<file path="config.mk">
export PLATFORM = sky130hd
export DESIGN_NAME = smrf_socket_mode_filter
export DESIGN_NICKNAME = d
export VERILOG_FILES = /design/src/include/smrf_pkg.sv /design/src/hw/smrf_socket_mode_filter.sv
export VERILOG_INCLUDE_DIRS = /design/src /design/src/include
export SDC_FILE = /design/constraint.sdc
export NUM_CORES = 1
export LEC_CHECK = 0
export BUFFER_PORTS_ARGS = -buffer_cell sky130_fd_sc_hd__clkbuf_2
export CORE_MARGIN = 2
export CORE_UTILIZATION = 58
export DETAILED_ROUTE_END_ITERATION = 8
export PLACE_DENSITY = 0.88
export SETUP_SLACK_MARGIN = 0.4
export SYNTH_ARGS = -nofsm -noshare
export SYNTH_HDL_FRONTEND = slang
export SYNTH_SLANG_ARGS = --single-unit
</file>
<file path="constraint.sdc">
create_clock -name clk_i -period 3.6 [get_ports clk_i]
set_input_delay 0.72 -clock clk_i [delete_from_list [all_inputs] [get_ports clk_i]]
set_output_delay 0.72 -clock clk_i [all_outputs]
set_load 0.02 [all_outputs]
</file>
<file path="src/include/smrf_defs.svh">
// Register offsets, field positions, reset values and timing counts of the socket mode filter
`ifndef SMRF_DEFS_SVH
`define SMRF_DEFS_SVH

// ==========================================================================
// Register map (byte address = index * 4)
`define SMRF_SOCKET_MODE_IDX 8'h00
`define SMRF_CHIP_VERSION_IDX 8'h39
`define SMRF_SOCKET_STRIDE 8'h40
// Own additions: frame classifier and acknowledge timing registers
`define SMRF_STATUS_IDX 8'h3A
`define SMRF_OWN_MAC_LO_IDX 8'h3B
`define SMRF_OWN_MAC_HI_IDX 8'h3C
`define SMRF_RETRY_TIME_IDX 8'h3D

// ==========================================================================
// Socket mode fields
`define SMRF_BIT_MULTI 7
`define SMRF_BIT_BCAST_BLOCK 6
`define SMRF_BIT_OPT5 5
`define SMRF_BIT_OPT4 4
`define SMRF_PROTO_MSB 3
`define SMRF_SOCKET_MODE_RESET 8'h00
`define SMRF_PROTO_CLOSED 4'h0
`define SMRF_PROTO_TCP 4'h1
`define SMRF_PROTO_UDP 4'h2
`define SMRF_PROTO_RAW 4'h4

// ==========================================================================
// Timing: retry unit is 0.1 ms
`define SMRF_RETRY_UNIT_NS 100000
`define SMRF_CLK_PERIOD_NS 10
`define SMRF_RETRY_UNIT_CYCLES (`SMRF_RETRY_UNIT_NS / `SMRF_CLK_PERIOD_NS)
`define SMRF_RETRY_TIME_RESET 16'h07D0

`endif

</file>
<file path="src/include/smrf_pkg.sv">
// Types shared by the socket mode filter
`default_nettype none
package smrf_pkg;

    typedef enum logic [1:0] {
        SMRF_ACK_IDLE = 2'b00,
        SMRF_ACK_WAIT = 2'b01,
        SMRF_ACK_SEND = 2'b10
    } smrf_ack_state_t;

    // Descriptor of one received frame, from the receive parser
    typedef struct packed {
        logic [2:0] socket;
        logic [47:0] dest_mac;
        logic is_broadcast;
        logic is_multicast;
        logic is_ipv6;
        logic is_unicast_ip;
    } smrf_frame_t;

    // Per-socket options handed to the protocol engine
    typedef struct packed {
        logic [3:0] proto;
        logic multicast_enable;
        logic igmp_version_one;
    } smrf_sock_cfg_t;

endpackage : smrf_pkg
`default_nettype wire

</file>
<file path="src/hw/smrf_socket_mode_filter.sv">
// Socket mode registers, receive filter and acknowledge timing
// ==========================================================================
//
// Design decision made here: the Wishbone slave port.
`include "smrf_defs.svh"
`timescale 1ns/10ps
`default_nettype none

module smrf_socket_mode_filter #(
    parameter int NUM_SOCKETS = 8,
    parameter logic [7:0] CHIP_VERSION = 8'h5A, // Arbitrary identification value
    parameter int RETRY_UNIT_CYCLES = `SMRF_RETRY_UNIT_CYCLES
) (
    // Clock and reset
    input wire logic clk_i,
    input wire logic rst_i,
    // Wishbone slave
    input wire logic wb_cyc_i,
    input wire logic wb_stb_i,
    input wire logic wb_we_i,
    input wire logic [11:0] wb_adr_i,
    input wire logic [3:0] wb_sel_i,
    input wire logic [31:0] wb_dat_i,
    output logic [31:0] wb_dat_o,
    output logic wb_ack_o,
    // Received frame descriptor
    input wire logic frame_valid_i,
    input wire smrf_pkg::smrf_frame_t frame_i,
    output logic frame_accept_o,
    output logic frame_drop_o,
    // TCP data arrival and acknowledge request
    input wire logic tcp_data_rx_i,
    input wire logic [2:0] tcp_socket_i,
    output logic ack_send_o,
    output logic [2:0] ack_socket_o,
    // Per-socket configuration, chosen by cfg_socket_i
    input wire logic [2:0] cfg_socket_i,
    output smrf_pkg::smrf_sock_cfg_t cfg_o
);

    // ======================================================================
    // Parameter checks; the socket index field is three bits wide
    if (NUM_SOCKETS != 8) begin : g_bad_sockets
        $error("NUM_SOCKETS must be 8");
    end
    if (RETRY_UNIT_CYCLES < 1) begin : g_bad_unit
        $error("RETRY_UNIT_CYCLES must be at least 1");
    end

    // ======================================================================
    // Bus decode
    logic [7:0] socket_mode_reg [NUM_SOCKETS];
    logic [47:0] own_mac;
    logic [15:0] retry_time_value;
    logic [7:0] drop_count;
    logic [7:0] accept_count;
    logic req;
    logic [9:0] word_idx;
    logic [2:0] socket_index;
    logic [5:0] reg_idx;
    logic wr_lane0;
    logic hit_mode;
    logic hit_common;

    // Ack is registered and masks req, so a held strobe is taken every other cycle
    assign req = wb_cyc_i && wb_stb_i && !wb_ack_o;
    assign word_idx = wb_adr_i[11:2];
    assign socket_index = word_idx[8:6];
    assign reg_idx = word_idx[5:0];
    assign wr_lane0 = req && wb_we_i && wb_sel_i[0];
    assign hit_mode = !word_idx[9] && reg_idx == 6'(`SMRF_SOCKET_MODE_IDX);
    assign hit_common = word_idx[9:6] == 4'h0;

    always_ff @(posedge clk_i) begin
        if (rst_i) begin
            wb_ack_o <= 1'b0;
        end else begin
            wb_ack_o <= req;
        end
    end

    // ======================================================================
    // Socket mode registers
    // Only lane 0 carries the mode byte
    always_ff @(posedge clk_i) begin
        if (rst_i) begin
            for (int i = 0; i < NUM_SOCKETS; i++) begin
                socket_mode_reg[i] <= `SMRF_SOCKET_MODE_RESET;
            end
        end else if (wr_lane0 && hit_mode) begin
            socket_mode_reg[socket_index] <= wb_dat_i[7:0];
        end
    end

    // Own MAC and retry time live in socket 0 space only
    always_ff @(posedge clk_i) begin
        if (rst_i) begin
            own_mac <= 48'h0000_0000_0000;
        end else if (req && wb_we_i && hit_common) begin
            if (reg_idx == 6'(`SMRF_OWN_MAC_LO_IDX)) begin
                for (int b = 0; b < 4; b++) begin
                    if (wb_sel_i[b]) own_mac[b*8 +: 8] <= wb_dat_i[b*8 +: 8];
                end
            end
            if (reg_idx == 6'(`SMRF_OWN_MAC_HI_IDX)) begin
                for (int b = 0; b < 2; b++) begin
                    if (wb_sel_i[b]) own_mac[32 + b*8 +: 8] <= wb_dat_i[b*8 +: 8];
                end
            end
        end
    end

    always_ff @(posedge clk_i) begin
        if (rst_i) begin
            retry_time_value <= `SMRF_RETRY_TIME_RESET;
        end else if (req && wb_we_i && hit_common && reg_idx == 6'(`SMRF_RETRY_TIME_IDX)) begin
            for (int b = 0; b < 2; b++) begin
                if (wb_sel_i[b]) retry_time_value[b*8 +: 8] <= wb_dat_i[b*8 +: 8];
            end
        end
    end

    // ======================================================================
    // Read data; unmapped words read zero
    always_ff @(posedge clk_i) begin
        if (rst_i) begin
            wb_dat_o <= 32'h0000_0000;
        end else if (req) begin
            wb_dat_o <= 32'h0000_0000;
            if (hit_mode) begin
                wb_dat_o <= {24'h00_0000, socket_mode_reg[socket_index]};
            end else if (hit_common) begin
                unique case (reg_idx)
                    6'(`SMRF_CHIP_VERSION_IDX): wb_dat_o <= {24'h00_0000, CHIP_VERSION};
                    6'(`SMRF_STATUS_IDX): wb_dat_o <= {16'h0000, drop_count, accept_count};
                    6'(`SMRF_OWN_MAC_LO_IDX): wb_dat_o <= own_mac[31:0];
                    6'(`SMRF_OWN_MAC_HI_IDX): wb_dat_o <= {16'h0000, own_mac[47:32]};
                    6'(`SMRF_RETRY_TIME_IDX): wb_dat_o <= {16'h0000, retry_time_value};
                    default: wb_dat_o <= 32'h0000_0000;
                endcase
            end
        end
    end

    // ======================================================================
    // Receive filter
    logic [7:0] rx_mode;
    logic [3:0] rx_proto;
    logic next_accept;
    logic own_hit;

    assign rx_mode = socket_mode_reg[frame_i.socket];
    assign rx_proto = rx_mode[`SMRF_PROTO_MSB:0];
    assign own_hit = frame_i.dest_mac == own_mac;

    // Closed and unknown protocols drop every frame
    always_comb begin
        next_accept = 1'b0;
        unique case (rx_proto)
            `SMRF_PROTO_UDP: begin
                next_accept = 1'b1;
                if (rx_mode[`SMRF_BIT_BCAST_BLOCK] && frame_i.is_broadcast) next_accept = 1'b0;
                if (frame_i.is_multicast && !rx_mode[`SMRF_BIT_MULTI]) next_accept = 1'b0;
                if (rx_mode[`SMRF_BIT_MULTI] && rx_mode[`SMRF_BIT_OPT4] && frame_i.is_unicast_ip) begin
                    next_accept = 1'b0;
                end
            end
            `SMRF_PROTO_RAW: begin
                next_accept = 1'b1;
                if (rx_mode[`SMRF_BIT_MULTI] && !frame_i.is_broadcast && !own_hit) begin
                    next_accept = 1'b0;
                end
                if (rx_mode[`SMRF_BIT_BCAST_BLOCK] && frame_i.is_broadcast) next_accept = 1'b0;
                if (rx_mode[`SMRF_BIT_OPT5] && frame_i.is_multicast) next_accept = 1'b0;
                if (rx_mode[`SMRF_BIT_OPT4] && frame_i.is_ipv6) next_accept = 1'b0;
            end
            `SMRF_PROTO_TCP: next_accept = !frame_i.is_broadcast && !frame_i.is_multicast;
            default: next_accept = 1'b0;
        endcase
    end

    always_ff @(posedge clk_i) begin
        if (rst_i) begin
            frame_accept_o <= 1'b0;
            frame_drop_o <= 1'b0;
        end else begin
            frame_accept_o <= frame_valid_i && next_accept;
            frame_drop_o <= frame_valid_i && !next_accept;
        end
    end

    // Saturating counters show the filter at work
    always_ff @(posedge clk_i) begin
        if (rst_i) begin
            accept_count <= 8'h00;
        end else if (frame_valid_i && next_accept && accept_count != 8'hFF) begin
            accept_count <= accept_count + 8'h01;
        end
    end

    always_ff @(posedge clk_i) begin
        if (rst_i) begin
            drop_count <= 8'h00;
        end else if (frame_valid_i && !next_accept && drop_count != 8'hFF) begin
            drop_count <= drop_count + 8'h01;
        end
    end

    // ======================================================================
    // Acknowledge timing; one pending ack at a time, later data rides along
    // Unit counter is 32 bits so any divider parameter fits
    localparam logic [31:0] UNIT_CYCLES = 32'(RETRY_UNIT_CYCLES);
    smrf_pkg::smrf_ack_state_t ack_state;
    logic [31:0] unit_cnt;
    logic [15:0] unit_left;
    logic [7:0] tcp_mode;
    logic tcp_is_tcp;

    assign tcp_mode = socket_mode_reg[tcp_socket_i];
    assign tcp_is_tcp = tcp_mode[`SMRF_PROTO_MSB:0] == `SMRF_PROTO_TCP;
    assign ack_send_o = ack_state == smrf_pkg::SMRF_ACK_SEND;

    // Socket of the pending acknowledge
    always_ff @(posedge clk_i) begin
        if (rst_i) begin
            ack_socket_o <= 3'h0;
        end else if (ack_state == smrf_pkg::SMRF_ACK_IDLE && tcp_data_rx_i && tcp_is_tcp) begin
            ack_socket_o <= tcp_socket_i;
        end
    end

    always_ff @(posedge clk_i) begin
        if (rst_i) begin
            ack_state <= smrf_pkg::SMRF_ACK_IDLE;
            unit_cnt <= 32'h0000_0000;
            unit_left <= 16'h0000;
        end else begin
            unique case (ack_state)
                smrf_pkg::SMRF_ACK_IDLE: begin
                    if (tcp_data_rx_i && tcp_is_tcp) begin
                        unit_cnt <= 32'h0000_0000;
                        unit_left <= retry_time_value;
                        if (tcp_mode[`SMRF_BIT_OPT5] || retry_time_value == 16'h0000) begin
                            ack_state <= smrf_pkg::SMRF_ACK_SEND;
                        end else begin
                            ack_state <= smrf_pkg::SMRF_ACK_WAIT;
                        end
                    end
                end
                smrf_pkg::SMRF_ACK_WAIT: begin
                    if (unit_cnt == UNIT_CYCLES - 32'h0000_0001) begin
                        unit_cnt <= 32'h0000_0000;
                        unit_left <= unit_left - 16'h0001;
                        if (unit_left == 16'h0001) ack_state <= smrf_pkg::SMRF_ACK_SEND;
                    end else begin
                        unit_cnt <= unit_cnt + 32'h0000_0001;
                    end
                end
                smrf_pkg::SMRF_ACK_SEND: ack_state <= smrf_pkg::SMRF_ACK_IDLE;
                default: ack_state <= smrf_pkg::SMRF_ACK_IDLE;
            endcase
        end
    end

    // ======================================================================
    // Configuration view for the protocol engine
    // Registered view costs a cycle but keeps the engine off the bus timing
    logic [7:0] cfg_mode;
    logic cfg_multi;

    assign cfg_mode = socket_mode_reg[cfg_socket_i];
    assign cfg_multi = cfg_mode[`SMRF_PROTO_MSB:0] == `SMRF_PROTO_UDP && cfg_mode[`SMRF_BIT_MULTI];

    always_ff @(posedge clk_i) begin
        if (rst_i) begin
            cfg_o <= '0;
        end else begin
            cfg_o.proto <= cfg_mode[`SMRF_PROTO_MSB:0];
            cfg_o.multicast_enable <= cfg_multi;
            cfg_o.igmp_version_one <= cfg_multi && cfg_mode[`SMRF_BIT_OPT5];
        end
    end

endmodule : smrf_socket_mode_filter
`default_nettype wire

</file>
**Word-level counts from Yosys, hierarchy flattened**

Memories as Yosys holds them, arrays and structs flattened.
Index checks and enable logic that the tools add are counted.
W data, S select, Z words.

- Mux-type cells: 30
- Equal/unequal tests: 20
- $add $sub $neg: 4
- Reduce and logical (&&, ||, !) cells: 51

Operator list:

| cell | number |
|---|---|
| $pmux W32 S5 | 1 |
| $mux W32 | 4 |
| $pmux W32 S2 | 1 |
| $eq A48 B48 Y1 | 1 |
| $add A32 B1 Y32 const B | 1 |
| $eq A32 B14 Y1 const B | 1 |
| $mux W16 | 2 |
| $pmux W16 S2 | 1 |
| $eq A6 B6 Y1 const B | 5 |
| $logic_and A1 B1 Y1 | 26 |
| $reduce_and A3 Y1 | 8 |
| $add A8 B1 Y8 const B | 2 |
| $eq A16 B1 Y1 const B | 1 |
| $logic_not A16 Y1 | 1 |
| $ne A8 B8 Y1 const B | 2 |
| $sub A16 B1 Y16 const B | 1 |
| $mux W1 | 13 |
| $eq A4 B1 Y1 const B | 2 |
| $eq A4 B2 Y1 const B | 2 |
| $mux W2 | 4 |
| $mux W8 | 1 |
| $reduce_or A8 Y1 | 1 |
| $logic_not A1 Y1 | 7 |
| $logic_not A6 Y1 | 1 |
| 13 further kinds | 16 |

- Bits in writable memories: 64
- Bits of input ports: 116
- Word-level logic and storage cells: 127
- Memories: 1
- Bits in registers: 174

Memories:

| memory | words | width | rd ports | clocked after Yosys merged registers in | write ports | RTL line | RTL |
|---|---|---|---|---|---|---|---|
| socket_mode_reg | 8 | 8 | 4 | 0 | 8 | smrf_socket_mode_filter.sv:52 | `logic [7:0] socket_mode_reg [NUM_SOCKETS];` |

**Depth between registers and ports, before layout**

- Depth after elaboration: 11
- Depth in mapped cells: 10
- Mapped depth without buffers: 9

**Worst setup path before layout**

No wires, ideal clock.

- Kind: input-to-reg
- From: input frame_i[53] (netlist name)
- To: register accept_count[4]
- Cell stages on the path: 9
- Path slack: 0.749 ns
- Arrival: 2.781 ns
- Path buffers: 1
- Path through: mux4_1 -> mux2_2 -> and4b_2 -> nand2_2 -> nor3_2 -> o21ai_2 -> buf_6 -> or3_1 -> a21oi_1

- Longest elaborated chain between the ends: 10

Ends and longest elaborated chain:

| what | RTL line | RTL |
|---|---|---|
| start, declared | smrf_socket_mode_filter.sv:28 | `input wire smrf_pkg::smrf_frame_t frame_i,` |
| $mem_v2 Z8 W8 * | n/a |  |
| $logic_and A1 B1 Y1 (2 in a row) | smrf_socket_mode_filter.sv:170 | `` if (rx_mode[`SMRF_BIT_MULTI] && !frame_i.is_broadcast && !own_hit) begin `` |
| $mux W1 | smrf_socket_mode_filter.sv:170 |  |
| $mux W1 | smrf_socket_mode_filter.sv:173 | `` if (rx_mode[`SMRF_BIT_BCAST_BLOCK] && frame_i.is_broadcast) next_accept = 1'b0; `` |
| $mux W1 | smrf_socket_mode_filter.sv:174 | `` if (rx_mode[`SMRF_BIT_OPT5] && frame_i.is_multicast) next_accept = 1'b0; `` |
| $mux W1 | smrf_socket_mode_filter.sv:175 | `` if (rx_mode[`SMRF_BIT_OPT4] && frame_i.is_ipv6) next_accept = 1'b0; `` |
| $pmux W1 S3 * | smrf_socket_mode_filter.sv:159 | `unique case (rx_proto)` |
| $logic_and A1 B1 Y1 * (2 in a row) | smrf_socket_mode_filter.sv:196 | `end else if (frame_valid_i && next_accept && accept_count != 8'hFF) begin` |
| end signal, assigned | smrf_socket_mode_filter.sv:197 | `accept_count <= accept_count + 8'h01;` |
| end, declared | smrf_socket_mode_filter.sv:56 | `logic [7:0] accept_count;` |

Every way passes the cells marked *; elsewhere a longest branch is shown, timed or not.
A chain may end at the register's enable or synchronous reset.

**Final worst setup path**

- From: input frame_i[53] (netlist name)
- To: register accept_count[7]

Same word-level chain as after synthesis.

==> impl_metrics.tcl <==
set metrics [dict create \
    status "finished, final reports clean" \
    setup_violations 0 \
    h-tree-depth 1 \
    whs_path_depth 3 \
    p_leak_uw 0.00524 \
    drive_above_1_share_pct 21.8 \
    synth.distinct_cells 65 \
    syn-cell-area_mm2 0.0123 \
    rows 53 \
    reg2regPathDepth 8 \
    synth_most_common_cell "dfxtp_1" \
    largest_register_ffs 64 \
    yosysWarnings 0 \
    crit_required_ns 4.06 \
    place.port_buffers 158 \
    grt_antenna_before_repair 1 \
    worstSetupStartpointType "input port" \
    vias_per_cell 6.52 \
    fin_skew_ns 0.0263 \
    worstMarginPinSlew_ns 0.813 \
    fin_crit_sh_pct 85.6 \
    cts_inserted_buffers 25 \
    cp-end-kind "flop" \
    fmax_mhz 325 \
    hold_path.class "input port to flop" \
    grt_pass1_wl_um 57100 \
    grt_max_degree 182 \
    cts_buffer_depth 3 \
    period_needed_ns 3.08 \
    drc 0 \
    seq_area_mm2 0.00541 \
    hpwl_um 25600 \
    ir_worst_vdd_v 0.000327 \
    initial_core_util_pct 58.8 \
    clockRootBuffer "clkbuf_16" \
    nFillCells 1499 \
    areaGrowthSynthToFinish_pct 17.1 \
    yosysTopAreaCell "dfxtp_1" \
    fin_ws_ns 0.519 \
    cp.arrival_ns 3.54 \
    relSlewSlack_pct 45.8 \
    syn_nets 1383 \
    die_x_um 150 \
    cts.sinks 238 \
    multi_input_area_mm2 0.00656 \
    layout.nets 1537 \
    vias 11144 \
    gr-total-overflow 0 \
    wire_per_inst_um 21.7 \
    worstPathMaxFanout 10 \
    synth_top_cell_area_share_pct 28.3 \
    clkTransAtPathRegs_ns 0.07 \
    post-place-ws_ns 0.0623 \
    rsz0062_at_grt "false" \
    wl_um 37100 \
    die_area_mm2 0.0224 \
    core_area_mm2 0.0210 \
    yosys-top-cells-count "dfxtp_1 (174), nor2_1 (159), nand2_1 (88)" \
    die_y_um 150 \
    avgSynthCellArea_um2 9.76 \
    pwr_density_cell_mw_per_mm2 435 \
    async_reset_ff_share_pct 0 \
    routabilityCongestion 0.970 \
    tns_ns 0 \
    cts_setup_buffers 0 \
    synth-edff-count 64 \
    cts_tree "done" \
    yosys-top-cells-area "dfxtp_1 (28%), edfxtp_1 (16%), mux4_2 (6.8%)" \
    drv_slew 0 \
    first_pass_iters 6 \
    ys_seq_area_share_pct 43.9 \
    grt_pass1_vias 10805 \
    ios 161 \
    grt_usage_pct 32.6 \
    drtIter0Drc 1278 \
    crit_type "input port to flop" \
    synthFlopType "dfxtp_1" \
    synth_cells 1262 \
    hold_viol_final 0 \
    ys_ff_latch 238 \
    ant_nets 0 \
    cap_violations 0 \
    clock_latency_ns 0.54 \
]
-- layout make-up --
cell class | count | area share (%)
antenna | 1 | 0.0173
clock buffer | 31 | 5.23
clock inverter | 14 | 1.17
inverter | 14 | 0.364
multi-input combinational | 934 | 45.4
sequential | 238 | 37.5
tap | 275 | 2.38
timing repair buffer | 203 | 7.93
-- worst max-delay path, cell delays in order --
cell	delay, ns
clkbuf_2	0.29
mux4_1	0.62
mux2_2	0.32
and4b_2	0.33
nand2_2	0.08
o22ai_1	0.30
o21ai_2	0.19
or4_1	0.50
a21oi_1	0.17
-- power breakdown --
part	switching (uW)	total (uW)	leakage (uW)	internal (uW)
Clock	1130	2840	0.000446	1720
Combinational	341	581	0.00275	240
Sequential	52.9	2850	0.00205	2800
Total	1520	6270	0.00524	4750
-- metrics by stage --
stage	hold WS [ns]	total power (uW)	instance area, um2	instances	util, %
floorplan	0.438	3250	12300	1262	-
global placement	0.445	3450	13500	1664	64.4
detailed placement	0.455	3470	13500	1664	64.4
CTS	0.407	6260	14400	1709	68.8
global route	0.414	6420	14400	1710	68.9
finish	0.411	6270	14400	1710	68.9
-- cell usage in the layout (no fill, tap or decap), types with 5 or more instances in the layout --
| cell type | instances |
|---|---|
| xnor2_1 | 51 |
| nand3_1 | 42 |
| mux4_2 | 37 |
| nand2b_1 | 7 |
| or3_1 | 8 |
| and3_1 | 13 |
| and2_1 | 70 |
| o21ai_0 | 55 |
| a221oi_1 | 5 |
| a31oi_1 | 8 |
| nor2_1 | 159 |
| dfxtp_1 | 174 |
| a22oi_1 | 34 |
| mux4_1 | 11 |
| nor4_1 | 20 |
| ha_1 | 5 |
| a211oi_1 | 9 |
| o221ai_1 | 8 |
| a211o_1 | 6 |
| inv_1 | 14 |
| or4_1 | 7 |
| mux2i_1 | 75 |
| clkbuf_16 | 30 |
| buf_4 | 45 |
| nand2_1 | 88 |
| nand4_1 | 22 |
| nor2b_1 | 9 |
| nor4b_1 | 9 |
| or2_2 | 12 |
| clkbuf_2 | 157 |
| edfxtp_1 | 64 |
| a21oi_1 | 71 |
| nor3_1 | 29 |
| a311oi_1 | 9 |
-- kinds of logic (layout without fill, tap and decap cells) --
| kind of cell | after synthesis | after routing | synth area share (%) |
|---|---|---|---|
| other | 0 | 1 | 0 |
| AO/OA/AOI/OAI | 234 | 234 | 12.2 |
| adder cells (fa/ha/maj) | 5 | 5 | 0.508 |
| AND/OR/NAND/NOR | 515 | 515 | 21.0 |
| XOR/XNOR | 52 | 52 | 3.70 |
| flip-flops | 238 | 238 | 43.9 |
| multiplexers | 128 | 128 | 15.8 |
| buffers and inverters | 90 | 262 | 2.96 |
-- per-layer routing --
| metal | global-route usage, % | wire length, um |
|---|---|---|
| met5 | 0 | 0 |
| met4 | 18.2 | 2140 |
| met3 | 5.85 | 3910 |
| met2 | 52.7 | 17500 |
| met1 | 41.5 | 13500 |
-- what timing repair did --
item / CTS / global route
hold endpoints to repair: 0 / 0
endpoints found under the setup margin: 1 / 11
hold buffers: 0 / 0
gates resized for setup: 1 / 1
-- final timing paths --
path                          from              end  slack, ns
min reg2reg        ack_socket_o[0]  ack_socket_o[0]       0.46
min                   wb_dat_i[22]      own_mac[22]       0.41
max                    frame_i[53]  accept_count[7]       0.52
max reg2reg  socket_mode_reg[0][3]  accept_count[7]       0.57
(Power assumes the default switching activity.)
